### config.mk
export PLATFORM = sky130hd
export DESIGN_NAME = sts_seq
export DESIGN_NICKNAME = d
export VERILOG_FILES = /design/src/logic/sts_pkg.sv /design/src/logic/sts_seq.sv
export VERILOG_INCLUDE_DIRS = /design/src /design/src/logic
export SDC_FILE = /design/constraint.sdc
export NUM_CORES = 1
export LEC_CHECK = 0
export BUFFER_PORTS_ARGS = -buffer_cell sky130_fd_sc_hd__buf_2
export CORE_ASPECT_RATIO = 1.25
export CORE_UTILIZATION = 40
export DETAILED_ROUTE_END_ITERATION = 10
export GPL_TIMING_DRIVEN = 0
export PLACE_DENSITY_LB_ADDON = 0.1
export SKIP_LAST_GASP = 1
export SYNTH_ARGS = -nofsm -noshare
export SYNTH_HDL_FRONTEND = slang
export SYNTH_SLANG_ARGS = --single-unit
export TNS_END_PERCENT = 30
### constraint.sdc
create_clock -name clk_i -period 5.2 [get_ports clk_i]
set_input_delay 0.26 -clock clk_i [delete_from_list [all_inputs] [get_ports clk_i]]
set_output_delay 0.26 -clock clk_i [all_outputs]
set_load 0.05 [all_outputs]
### src/logic/sts_consts.svh
`ifndef STS_CONSTS_SVH
`define STS_CONSTS_SVH

// ==========================================================
// Clock rate
`define STS_CLK_HZ 200000000
`define STS_TICK_CYCLES (`STS_CLK_HZ / 1000)

// ==========================================================
// Startup milestones in milliseconds after the wake event, and the decision period of normal mode
`define STS_T_FIRST_AUX_REGULATOR_MS 20
`define STS_T_INIT_START_MS 23
`define STS_T_INIT_COMP_SLOW_MS 88
`define STS_T_INIT_COMP_FAST_MS 58
`define STS_T_FULL_SCAN_SLOW_MS 221
`define STS_T_FULL_SCAN_FAST_MS 129
`define STS_T_SWITCH_SLOW_MS 282
`define STS_T_SWITCH_FAST_MS 284
`define STS_T_DECIDE_MS 250

// ==========================================================
// Discharge drive pulsing window in microseconds
`define STS_T_PULSE_US 150
`define STS_PULSE_CYCLES ((`STS_T_PULSE_US * (`STS_CLK_HZ / 1000000)))

// ==========================================================
// Interrupt status bit positions
`define STS_IRQ_INIT_START 0
`define STS_IRQ_INIT_COMP 1
`define STS_IRQ_FULL_SCAN 2
`define STS_IRQ_SWITCH_ON 3
`define STS_IRQ_W 4

// ==========================================================
// Register offsets
`define STS_ADDR_STATUS 4'h0
`define STS_ADDR_MASK 4'h4

`endif

### src/logic/sts_pkg.sv
package sts_pkg;

    typedef enum logic [3:0] {
        STS_OFF = 4'h1,
        STS_WAKE = 4'h2,
        STS_NORMAL = 4'h4,
        STS_UNUSED = 4'h8
    } sts_state_t;

    typedef enum logic [2:0] {
        STS_DSG_IDLE = 3'h1,
        STS_DSG_PULSE = 3'h2,
        STS_DSG_HIZ = 3'h4
    } sts_dsg_t;

    typedef struct packed {
        logic init_started_flag;
        logic init_complete_flag;
        logic conversion_scan_flag;
        logic full_scan_flag;
    } sts_flags_t;

    typedef struct packed {
        logic charge_off_req;
        logic discharge_off_req;
        logic drive_below_load;
        logic drive_near_load;
    } sts_switch_in_t;

endpackage

### src/logic/sts_seq.sv
`include "sts_consts.svh"

module sts_seq
    import sts_pkg::*;
#(
    parameter int TICK_CYCLES = `STS_TICK_CYCLES,
    parameter int PULSE_CYCLES = `STS_PULSE_CYCLES
) (
    // Clock and reset
    input wire logic clk_i,
    input wire logic sys_rst_i,
    input wire logic clk_en_i,
    // Wake and shutdown
    input wire logic second_thermistor_wake_pin_i,
    input wire logic load_sense_pin_i,
    input wire logic shutdown_req_i,
    // Configuration
    input wire logic fast_conversion_select_i,
    input wire logic autonomous_switch_control_i,
    input wire logic first_aux_regulator_auto_i,
    input wire sts_flags_t alert_select_i,
    input wire logic switch_enable_decision_i,
    // Switch driver control and comparators
    input wire sts_switch_in_t switch_i,
    // Interrupt register port
    input wire logic [3:0] reg_addr_i,
    input wire logic [31:0] reg_wdata_i,
    input wire logic reg_wr_i,
    input wire logic reg_rd_i,
    output logic [31:0] reg_rdata_o,
    output logic irq_o,
    // Status outputs
    output logic normal_mode_o,
    output logic first_aux_regulator_en_o,
    output sts_flags_t flags_o,
    output logic alert_o,
    output logic switches_on_o,
    // Charge drive: high pulls toward stack top
    output logic charge_switch_drive_pull_o,
    // Discharge drive: pull-down output and enable (enable low while driving)
    output logic discharge_switch_drive_pull_o,
    output logic discharge_switch_drive_oe_n_o
);

    localparam logic [3:0] ADDR_STATUS = `STS_ADDR_STATUS;
    localparam logic [3:0] ADDR_MASK = `STS_ADDR_MASK;

    // ==========================================================
    // Helpers
    function automatic logic [15:0] ms_pick(input logic fast, input int slow_ms, input int fast_ms);
        ms_pick = fast ? 16'(fast_ms) : 16'(slow_ms);
    endfunction

    sts_state_t state;
    logic [31:0] tick_cnt;
    logic [15:0] ms_cnt;
    logic ms_tick;
    logic [15:0] decide_cnt;
    logic wake_evt;
    logic [`STS_IRQ_W-1:0] irq_status;
    logic [`STS_IRQ_W-1:0] irq_mask;
    logic [`STS_IRQ_W-1:0] irq_set;
    sts_dsg_t dsg_state;
    logic [31:0] pulse_cnt;
    logic switch_on_evt;

    assign wake_evt = (state == STS_OFF) && (!second_thermistor_wake_pin_i || load_sense_pin_i);
    assign ms_tick = (tick_cnt == 32'(TICK_CYCLES - 1));

    // ==========================================================
    // Milestone decode. Every milestone is judged on the tick that completes its
    // millisecond, so all of them share one comparison helper.
    function automatic logic ms_hit(input logic tick, input logic [15:0] cnt, input logic [15:0] target);
        ms_hit = tick && (cnt + 16'h0001 == target);
    endfunction

    logic hit_first_aux_regulator;
    logic hit_init_start;
    logic hit_init_comp;
    logic hit_full_scan;
    logic hit_switch;
    logic decide_due;

    assign hit_first_aux_regulator = ms_hit(ms_tick, ms_cnt, 16'(`STS_T_FIRST_AUX_REGULATOR_MS));
    assign hit_init_start = ms_hit(ms_tick, ms_cnt, 16'(`STS_T_INIT_START_MS));
    assign hit_init_comp = ms_hit(ms_tick, ms_cnt,
        ms_pick(fast_conversion_select_i, `STS_T_INIT_COMP_SLOW_MS, `STS_T_INIT_COMP_FAST_MS));
    assign hit_full_scan = ms_hit(ms_tick, ms_cnt,
        ms_pick(fast_conversion_select_i, `STS_T_FULL_SCAN_SLOW_MS, `STS_T_FULL_SCAN_FAST_MS));
    assign hit_switch = ms_hit(ms_tick, ms_cnt,
        ms_pick(fast_conversion_select_i, `STS_T_SWITCH_SLOW_MS, `STS_T_SWITCH_FAST_MS));
    // Periodic decision point, one tick in every decision period of normal mode.
    assign decide_due = (state == STS_NORMAL) && ms_tick && (decide_cnt == 16'(`STS_T_DECIDE_MS - 1));

    // ==========================================================
    // Power state
    // A shutdown request wins over a pending milestone, so the sequence can be cut at any point.
    always_ff @(posedge clk_i or posedge sys_rst_i) begin
        if (sys_rst_i) begin
            state <= STS_OFF;
        end else if (clk_en_i) begin
            case (state)
                STS_OFF: begin
                    if (wake_evt) begin
                        state <= STS_WAKE;
                    end
                end
                STS_WAKE: begin
                    if (shutdown_req_i) begin
                        state <= STS_OFF;
                    end else if (hit_full_scan) begin
                        state <= STS_NORMAL;
                    end
                end
                STS_NORMAL: begin
                    if (shutdown_req_i) begin
                        state <= STS_OFF;
                    end
                end
                default: begin
                    state <= STS_OFF;
                end
            endcase
        end
    end

    // ==========================================================
    // Millisecond timebase, held clear while off until the wake event.
    // The count saturates instead of wrapping, so a milestone can never fire a second time.
    always_ff @(posedge clk_i or posedge sys_rst_i) begin
        if (sys_rst_i) begin
            tick_cnt <= 32'h0;
            ms_cnt <= 16'h0;
        end else if (clk_en_i) begin
            if (state == STS_OFF) begin
                tick_cnt <= 32'h0;
                ms_cnt <= 16'h0;
            end else if (ms_tick) begin
                tick_cnt <= 32'h0;
                if (ms_cnt != 16'hFFFF) begin
                    ms_cnt <= ms_cnt + 16'h0001;
                end
            end else begin
                tick_cnt <= tick_cnt + 32'h1;
            end
        end
    end

    // ==========================================================
    // Startup milestones. Each fires on the tick that completes its millisecond.
    always_ff @(posedge clk_i or posedge sys_rst_i) begin
        if (sys_rst_i) begin
            first_aux_regulator_en_o <= 1'b0;
            flags_o <= '0;
        end else if (clk_en_i) begin
            if (state == STS_OFF) begin
                first_aux_regulator_en_o <= 1'b0;
                flags_o <= '0;
            end else begin
                if (first_aux_regulator_auto_i && hit_first_aux_regulator) begin
                    first_aux_regulator_en_o <= 1'b1;
                end
                if (hit_init_start) begin
                    flags_o.init_started_flag <= 1'b1;
                end
                if (hit_init_comp) begin
                    flags_o.init_complete_flag <= 1'b1;
                    flags_o.conversion_scan_flag <= 1'b1;
                end
                if (hit_full_scan) begin
                    flags_o.full_scan_flag <= 1'b1;
                end
            end
        end
    end

    // Alert is active high here and shows the selected flags.
    // It lags the flags by one cycle because it is registered on its own.
    always_ff @(posedge clk_i or posedge sys_rst_i) begin
        if (sys_rst_i) begin
            alert_o <= 1'b0;
        end else if (clk_en_i) begin
            alert_o <= |(flags_o & alert_select_i);
        end
    end

    // ==========================================================
    // Switch enable decision. The first evaluation is tied to the startup figure for
    // the selected speed; after that the decision waits for the periodic point, one whole period after
    // the entry into normal mode, even if data was ready, which keeps the switches from chattering on noisy measurements.
    assign switch_on_evt = autonomous_switch_control_i && switch_enable_decision_i && (decide_due || hit_switch);

    always_ff @(posedge clk_i or posedge sys_rst_i) begin
        if (sys_rst_i) begin
            decide_cnt <= 16'h0;
        end else if (clk_en_i) begin
            if (state != STS_NORMAL) begin
                decide_cnt <= 16'h0;
            end else if (ms_tick) begin
                decide_cnt <= (decide_cnt == 16'(`STS_T_DECIDE_MS - 1)) ? 16'h0 : decide_cnt + 16'h0001;
            end
        end
    end

    // Once on, the switches only follow the decision at the periodic point, so a brief
    // dip in the measurement cannot open them between two decisions.
    always_ff @(posedge clk_i or posedge sys_rst_i) begin
        if (sys_rst_i) begin
            switches_on_o <= 1'b0;
        end else if (clk_en_i) begin
            if (state == STS_OFF || !autonomous_switch_control_i) begin
                switches_on_o <= 1'b0;
            end else if (switch_on_evt) begin
                switches_on_o <= 1'b1;
            end else if (decide_due) begin
                switches_on_o <= switch_enable_decision_i;
            end
        end
    end

    // ==========================================================
    // Charge drive turn-off: a plain switch toward the stack top.
    always_ff @(posedge clk_i or posedge sys_rst_i) begin
        if (sys_rst_i) begin
            charge_switch_drive_pull_o <= 1'b0;
        end else if (clk_en_i) begin
            charge_switch_drive_pull_o <= switch_i.charge_off_req;
        end
    end

    // ==========================================================
    // Discharge drive turn-off. The comparator gates each pulse so the gate is
    // never pulled far below the load side, which would stress the switch.
    always_ff @(posedge clk_i or posedge sys_rst_i) begin
        if (sys_rst_i) begin
            dsg_state <= STS_DSG_IDLE;
            pulse_cnt <= 32'h0;
            discharge_switch_drive_pull_o <= 1'b0;
            discharge_switch_drive_oe_n_o <= 1'b1;
        end else if (clk_en_i) begin
            case (dsg_state)
                STS_DSG_IDLE: begin
                    discharge_switch_drive_pull_o <= 1'b0;
                    discharge_switch_drive_oe_n_o <= 1'b1;
                    pulse_cnt <= 32'h0;
                    if (switch_i.discharge_off_req) begin
                        dsg_state <= STS_DSG_PULSE;
                    end
                end
                STS_DSG_PULSE: begin
                    pulse_cnt <= pulse_cnt + 32'h1;
                    discharge_switch_drive_pull_o <= 1'b0;
                    discharge_switch_drive_oe_n_o <= switch_i.drive_below_load;
                    if (pulse_cnt == 32'(PULSE_CYCLES - 1)) begin
                        dsg_state <= STS_DSG_HIZ;
                        discharge_switch_drive_oe_n_o <= 1'b1;
                    end
                end
                STS_DSG_HIZ: begin
                    discharge_switch_drive_pull_o <= 1'b0;
                    // Far from the load level the pulsing is retried rather than floating.
                    discharge_switch_drive_oe_n_o <= 1'b1;
                    if (!switch_i.discharge_off_req) begin
                        dsg_state <= STS_DSG_IDLE;
                    end else if (!switch_i.drive_near_load) begin
                        dsg_state <= STS_DSG_PULSE;
                        pulse_cnt <= 32'h0;
                    end
                end
                default: begin
                    dsg_state <= STS_DSG_IDLE;
                end
            endcase
        end
    end

    // ==========================================================
    // Interrupt status and mask. A new event wins over a clear in the same cycle.
    always_comb begin
        irq_set = '0;
        irq_set[`STS_IRQ_INIT_START] = hit_init_start;
        irq_set[`STS_IRQ_INIT_COMP] = hit_init_comp;
        irq_set[`STS_IRQ_FULL_SCAN] = hit_full_scan;
        irq_set[`STS_IRQ_SWITCH_ON] = switch_on_evt && !switches_on_o;
        // Nothing is recorded in shutdown, so a tick left from a cut sequence sets no bit.
        if (state == STS_OFF) begin
            irq_set = '0;
        end
    end

    always_ff @(posedge clk_i or posedge sys_rst_i) begin
        if (sys_rst_i) begin
            irq_status <= '0;
            irq_mask <= '0;
        end else if (clk_en_i) begin
            if (reg_wr_i && reg_addr_i == ADDR_MASK) begin
                irq_mask <= reg_wdata_i[`STS_IRQ_W-1:0];
            end
            if (reg_wr_i && reg_addr_i == ADDR_STATUS) begin
                irq_status <= (irq_status & ~reg_wdata_i[`STS_IRQ_W-1:0]) | irq_set;
            end else begin
                irq_status <= irq_status | irq_set;
            end
        end
    end

    // ==========================================================
    // Read port and interrupt line. Read data stand for one cycle and are zero
    // otherwise, so a late sample shows zero rather than a stale register.
    always_ff @(posedge clk_i or posedge sys_rst_i) begin
        if (sys_rst_i) begin
            irq_o <= 1'b0;
            reg_rdata_o <= 32'h0;
            normal_mode_o <= 1'b0;
        end else if (clk_en_i) begin
            irq_o <= |((irq_status | irq_set) & irq_mask);
            normal_mode_o <= (state == STS_NORMAL);
            if (reg_rd_i && reg_addr_i == ADDR_STATUS) begin
                reg_rdata_o <= {28'h0, irq_status};
            end else if (reg_rd_i && reg_addr_i == ADDR_MASK) begin
                reg_rdata_o <= {28'h0, irq_mask};
            end else begin
                reg_rdata_o <= 32'h0;
            end
        end
    end

endmodule // sts_seq

==> flow_metrics.py <==
metrics = {
    "outcome": {
        "status": "finished clean",
    },
    "cts": {
        "clk_latency_ns": 0.42,
        "cts_buffers": 17,
        "clockRootBuffer": "clkbuf_16",
        "post-cts-setup-buffers": 0,
        "numClockSinks": 124,
        "cts.clk_slew.worst_paths_ns": 0.06,
        "clock_path_buffers": 2,
        "cts_tree": "done",
        "ctsResizeCount": 0,
        "postCtsHoldBufs": 1,
        "htreeDepth": 4,
    },
    "floorplan": {
        "fp.dieArea_um2": 19100,
        "chipHeight_um": 154.3,
        "io_pins": 100,
        "die_w_um": 123.8,
        "initial_utilization_pct": 40.85,
        "placementRows": 55,
        "core_area_um2": 18170,
    },
    "global_routing": {
        "antenna_found_initial": 0,
        "grt_max_degree": 83,
        "grtUsageTotal_pct": 21.57,
        "globalRoute.totalOverflow": 0,
        "grt_pass1_vias": 6312,
        "grt_first_pass_wirelength_um": 32000,
    },
    "setup_path": {
        "cp.arrival_ns": 3.42,
        "crit_required_ns": 5.55,
        "path_class": "reg -> reg",
        "critPathMaxStageDelay_ns": 0.60,
        "worstPathCellList": "ha_1 > nand4_1 > nor3_1 > mux2_2 > nand4_1 > or4_4 > nor2_1 > o21a_1",
        "regToRegSetupSlack_ns": 2.13,
        "ff2ff_path_depth": 8,
        "critPathLaunchType": "flip-flop",
        "critPathCaptureType": "flip-flop",
        "path_common_cell": "nand4_1",
        "cpMaxStageDelayCell": "or4_4",
        "critPathMaxFanout": 7,
    },
    "logic_synthesis": {
        "ys_seq_elements": 124,
        "synth-seq-area-share_pct": 41.86,
        "async_flop_share_pct": 100.0,
        "synth_edf_count": 0,
        "syn_inst": 845,
        "yosysWarnings": 0,
        "synth_flop_cell": "dfrtp_1",
        "syn_area_um2": 7421,
        "synthDistinctLibCells": 75,
        "synth.avg_cell_area_um2": 8.782,
    },
    "power_and_ir_drop": {
        "power_density_nw_per_um2": 311.4,
        "p_leak_nw": 3.760,
        "vdd_drop_max_v": 0.0002273,
    },
    "finish": {
        "diodes": 0,
        "fillers": 1815,
        "final_area_um2": 8668,
        "finalNetCount": 999,
        "drive_gt1_share_pct": 15.73,
        "area.growth.synth_to_final_pct": 16.81,
        "fin_util_pct": 47.71,
    },
    "placement": {
        "place_area_um2": 8049,
        "gp_congestion": 0.8308,
        "port_buffers": 41,
        "hpwl_um": 13780,
    },
    "routing": {
        "wl_um": 19170,
        "routed-via-count": 6350,
        "vias_per_cell": 5.404,
        "drt-pass1-iter-count": 4,
        "drt-initial-drc-count": 362,
        "drtAntennaViolNets": 0,
        "wl_per_cell_um": 16.31,
        "post-route-drc-count": 0,
    },
    "timing": {
        "clock.fmax_ghz": 0.3260,
        "worstMarginPinSlew_ns": 0.8040,
        "rsz0062_at_grt": "false",
        "slew_headroom_pct": 46.29,
        "fin_crit_sh_pct": 58.99,
        "fin_tns_setup_ns": 0,
        "final_max_slew_viol_count": 0,
        "min_period_ns": 3.067,
        "skew_ns": 0.01526,
        "finalSetupViolCount": 0,
        "finalHoldViolCount": 0,
    },
    "job": {
        "cap_violations": 0,
    },
    "min_path": {
        "min_path_type": "in -> reg",
        "whs_path_depth": 2,
    },
}
## cells in the mapped netlist (4+ instances only)
cell type / instances / area share [%]
dfrtp_1: 121 / 41
nor2_1: 110 / 5.6
nand2_1: 72 / 3.6
o21ai_0: 59 / 4.0
nand3_1: 51 / 3.4
xor2_1: 41 / 4.8
nand4_1: 34 / 2.9
buf_4: 32 / 3.2
a21oi_1: 27 / 1.8
clkbuf_1: 24 / 1.2
inv_1: 20 / 1.0
xnor2_1: 20 / 2.4
and3_1: 17 / 1.4
nor4_1: 15 / 1.3
nor3_1: 14 / 0.94
or3_1: 14 / 1.2
mux2i_1: 10 / 1.3
buf_2: 9 / 0.61
nor2b_1: 9 / 0.76
ha_1: 8 / 1.3
nand2b_1: 8 / 0.67
o31ai_1: 8 / 0.81
mux2_2: 7 / 1.1
nor3b_1: 7 / 0.71
o21ai_1: 7 / 0.47
a31oi_1: 6 / 0.51
and4_1: 5 / 0.59
o2bb2ai_1: 5 / 0.59
and2_1: 4 / 0.34
nand3b_1: 4 / 0.40
o21a_1: 4 / 0.40
o22ai_1: 4 / 0.34
o41ai_2: 4 / 0.88
## path summary, 6_finish.rpt
kind,from,end
setup / recovery,ms_cnt[0]$_DFFE_PP0P_,flags_o[2]$_DFFE_PP0P_
hold / removal,switch_i[3],charge_switch_drive_pull_o$_DFFE_PP0P_
setup reg to reg,ms_cnt[0]$_DFFE_PP0P_,flags_o[2]$_DFFE_PP0P_
hold reg to reg,reg_rdata_o[2]$_DFFE_PP0P_,reg_rdata_o[2]$_DFFE_PP0P_
max in group asynchronous,sys_rst_i,state[0]$_DFFE_PP1P_
min in group asynchronous,sys_rst_i,pulse_cnt[13]$_DFFE_PP0P_
## critical path, delay by kind of cell (launching register included)
| kind | cells | cell delay (ns) |
|---|---|---|
| flops | 1 | 0.43 |
| mux | 1 | 0.23 |
| fa+ha+maj | 1 | 0.33 |
| compound gates | 1 | 0.14 |
| simple gates | 5 | 1.86 |
## where the power goes
part           internal [mW]  leakage (nW)  switching [mW]
clock network          0.786         0.286           0.440
logic                  0.112          1.77           0.294
registers               1.02          1.71          0.0514
## cell usage in the layout (no fill, tap or decap), types with 4 or more instances in the layout
| master | count |
|---|---|
| buf_4 | 32 |
| dfrtp_1 | 121 |
| and4_1 | 5 |
| nand3b_1 | 4 |
| o21ai_1 | 7 |
| buf_2 | 50 |
| xor2_1 | 41 |
| or3_1 | 14 |
| nor3b_1 | 7 |
| o2bb2ai_1 | 5 |
| nand2b_1 | 8 |
| clkbuf_1 | 24 |
| ha_1 | 8 |
| and2_1 | 4 |
| conb_1 | 29 |
| clkbuf_16 | 17 |
| nand2_1 | 72 |
| xnor2_1 | 20 |
| o21a_1 | 4 |
| mux2i_1 | 10 |
| nand4_1 | 34 |
| mux2_2 | 7 |
| nor3_1 | 14 |
| o21ai_0 | 59 |
| a21oi_1 | 27 |
| and3_1 | 17 |
| clkinvlp_4 | 5 |
| o22ai_1 | 4 |
| nor2_1 | 110 |
| a31oi_1 | 6 |
| o41ai_2 | 4 |
| inv_1 | 19 |
| nand3_1 | 51 |
| nor4_1 | 15 |
| o31ai_1 | 8 |
| nor2b_1 | 9 |
## cells by family after synthesis
| family | after synthesis | share of synthesized area (%) |
|---|---|---|
| DFF | 124 | 41.86 |
| xor gates and xnor gates | 61 | 7.199 |
| muxes | 17 | 2.411 |
| other | 1 | 0.05053 |
| buffers and inverters | 91 | 6.576 |
| adders and majority gates | 8 | 1.349 |
| and+or+nand+nor | 385 | 26.66 |
| AOI/OAI and AO/OA | 158 | 13.89 |
## cell type report
cell class              count  area (um2)  share of cell area (%)
multi-input cells         658        3931                   45.35
flip-flops and latches    124        3107                   35.84
clock buffers              20       466.7                   5.384
plain buffers              70       409.1                   4.720
well taps                 228       285.3                   3.291
repair buffers             43       242.7                   2.800
clock inverters            11       142.6                   1.645
inverters                  21       83.83                  0.9671
## metrics by stage
step                hold WS [ns]  worst slack (ns)  total power, mW  instances
CTS                      0.06120             2.137            2.731       1175
global placement          0.4879           -0.1182            1.492       1142
floorplan                 0.4105             1.646            1.375        873
finish                   0.08234             2.133            2.699       1175
detailed placement        0.3006             2.197            1.493       1143
global route             0.06664             1.979            2.823       1175
## routing by layer
| layer | track usage (%) | vias up | wire [um] |
|---|---|---|---|
| li1 | - | 3135 | - |
| met1 | 27.39 | 3080 | 8612 |
| met2 | 36.80 | 117 | 9692 |
| met3 | 3.687 | 18 | 583 |
| met4 | 6.713 | 0 | 280 |
| met5 | 0 | - | 0 |
## state kept, by name (all words and copies together) (netlist names)
register and count:
reg_rdata_o 4, alert_o 1, irq_status 4, switches_on_o 1, dsg_state 3, tick_cnt 32, decide_cnt 16, first_aux_regulator_en_o 1
irq_o 1, irq_mask 4, pulse_cnt 32, normal_mode_o 1, state 3, charge_switch_drive_pull_o 1, ms_cnt 16, discharge_switch_drive_oe_n_o 1
flags_o 3
No activity file was read; power rests on OpenSTA's default activity.
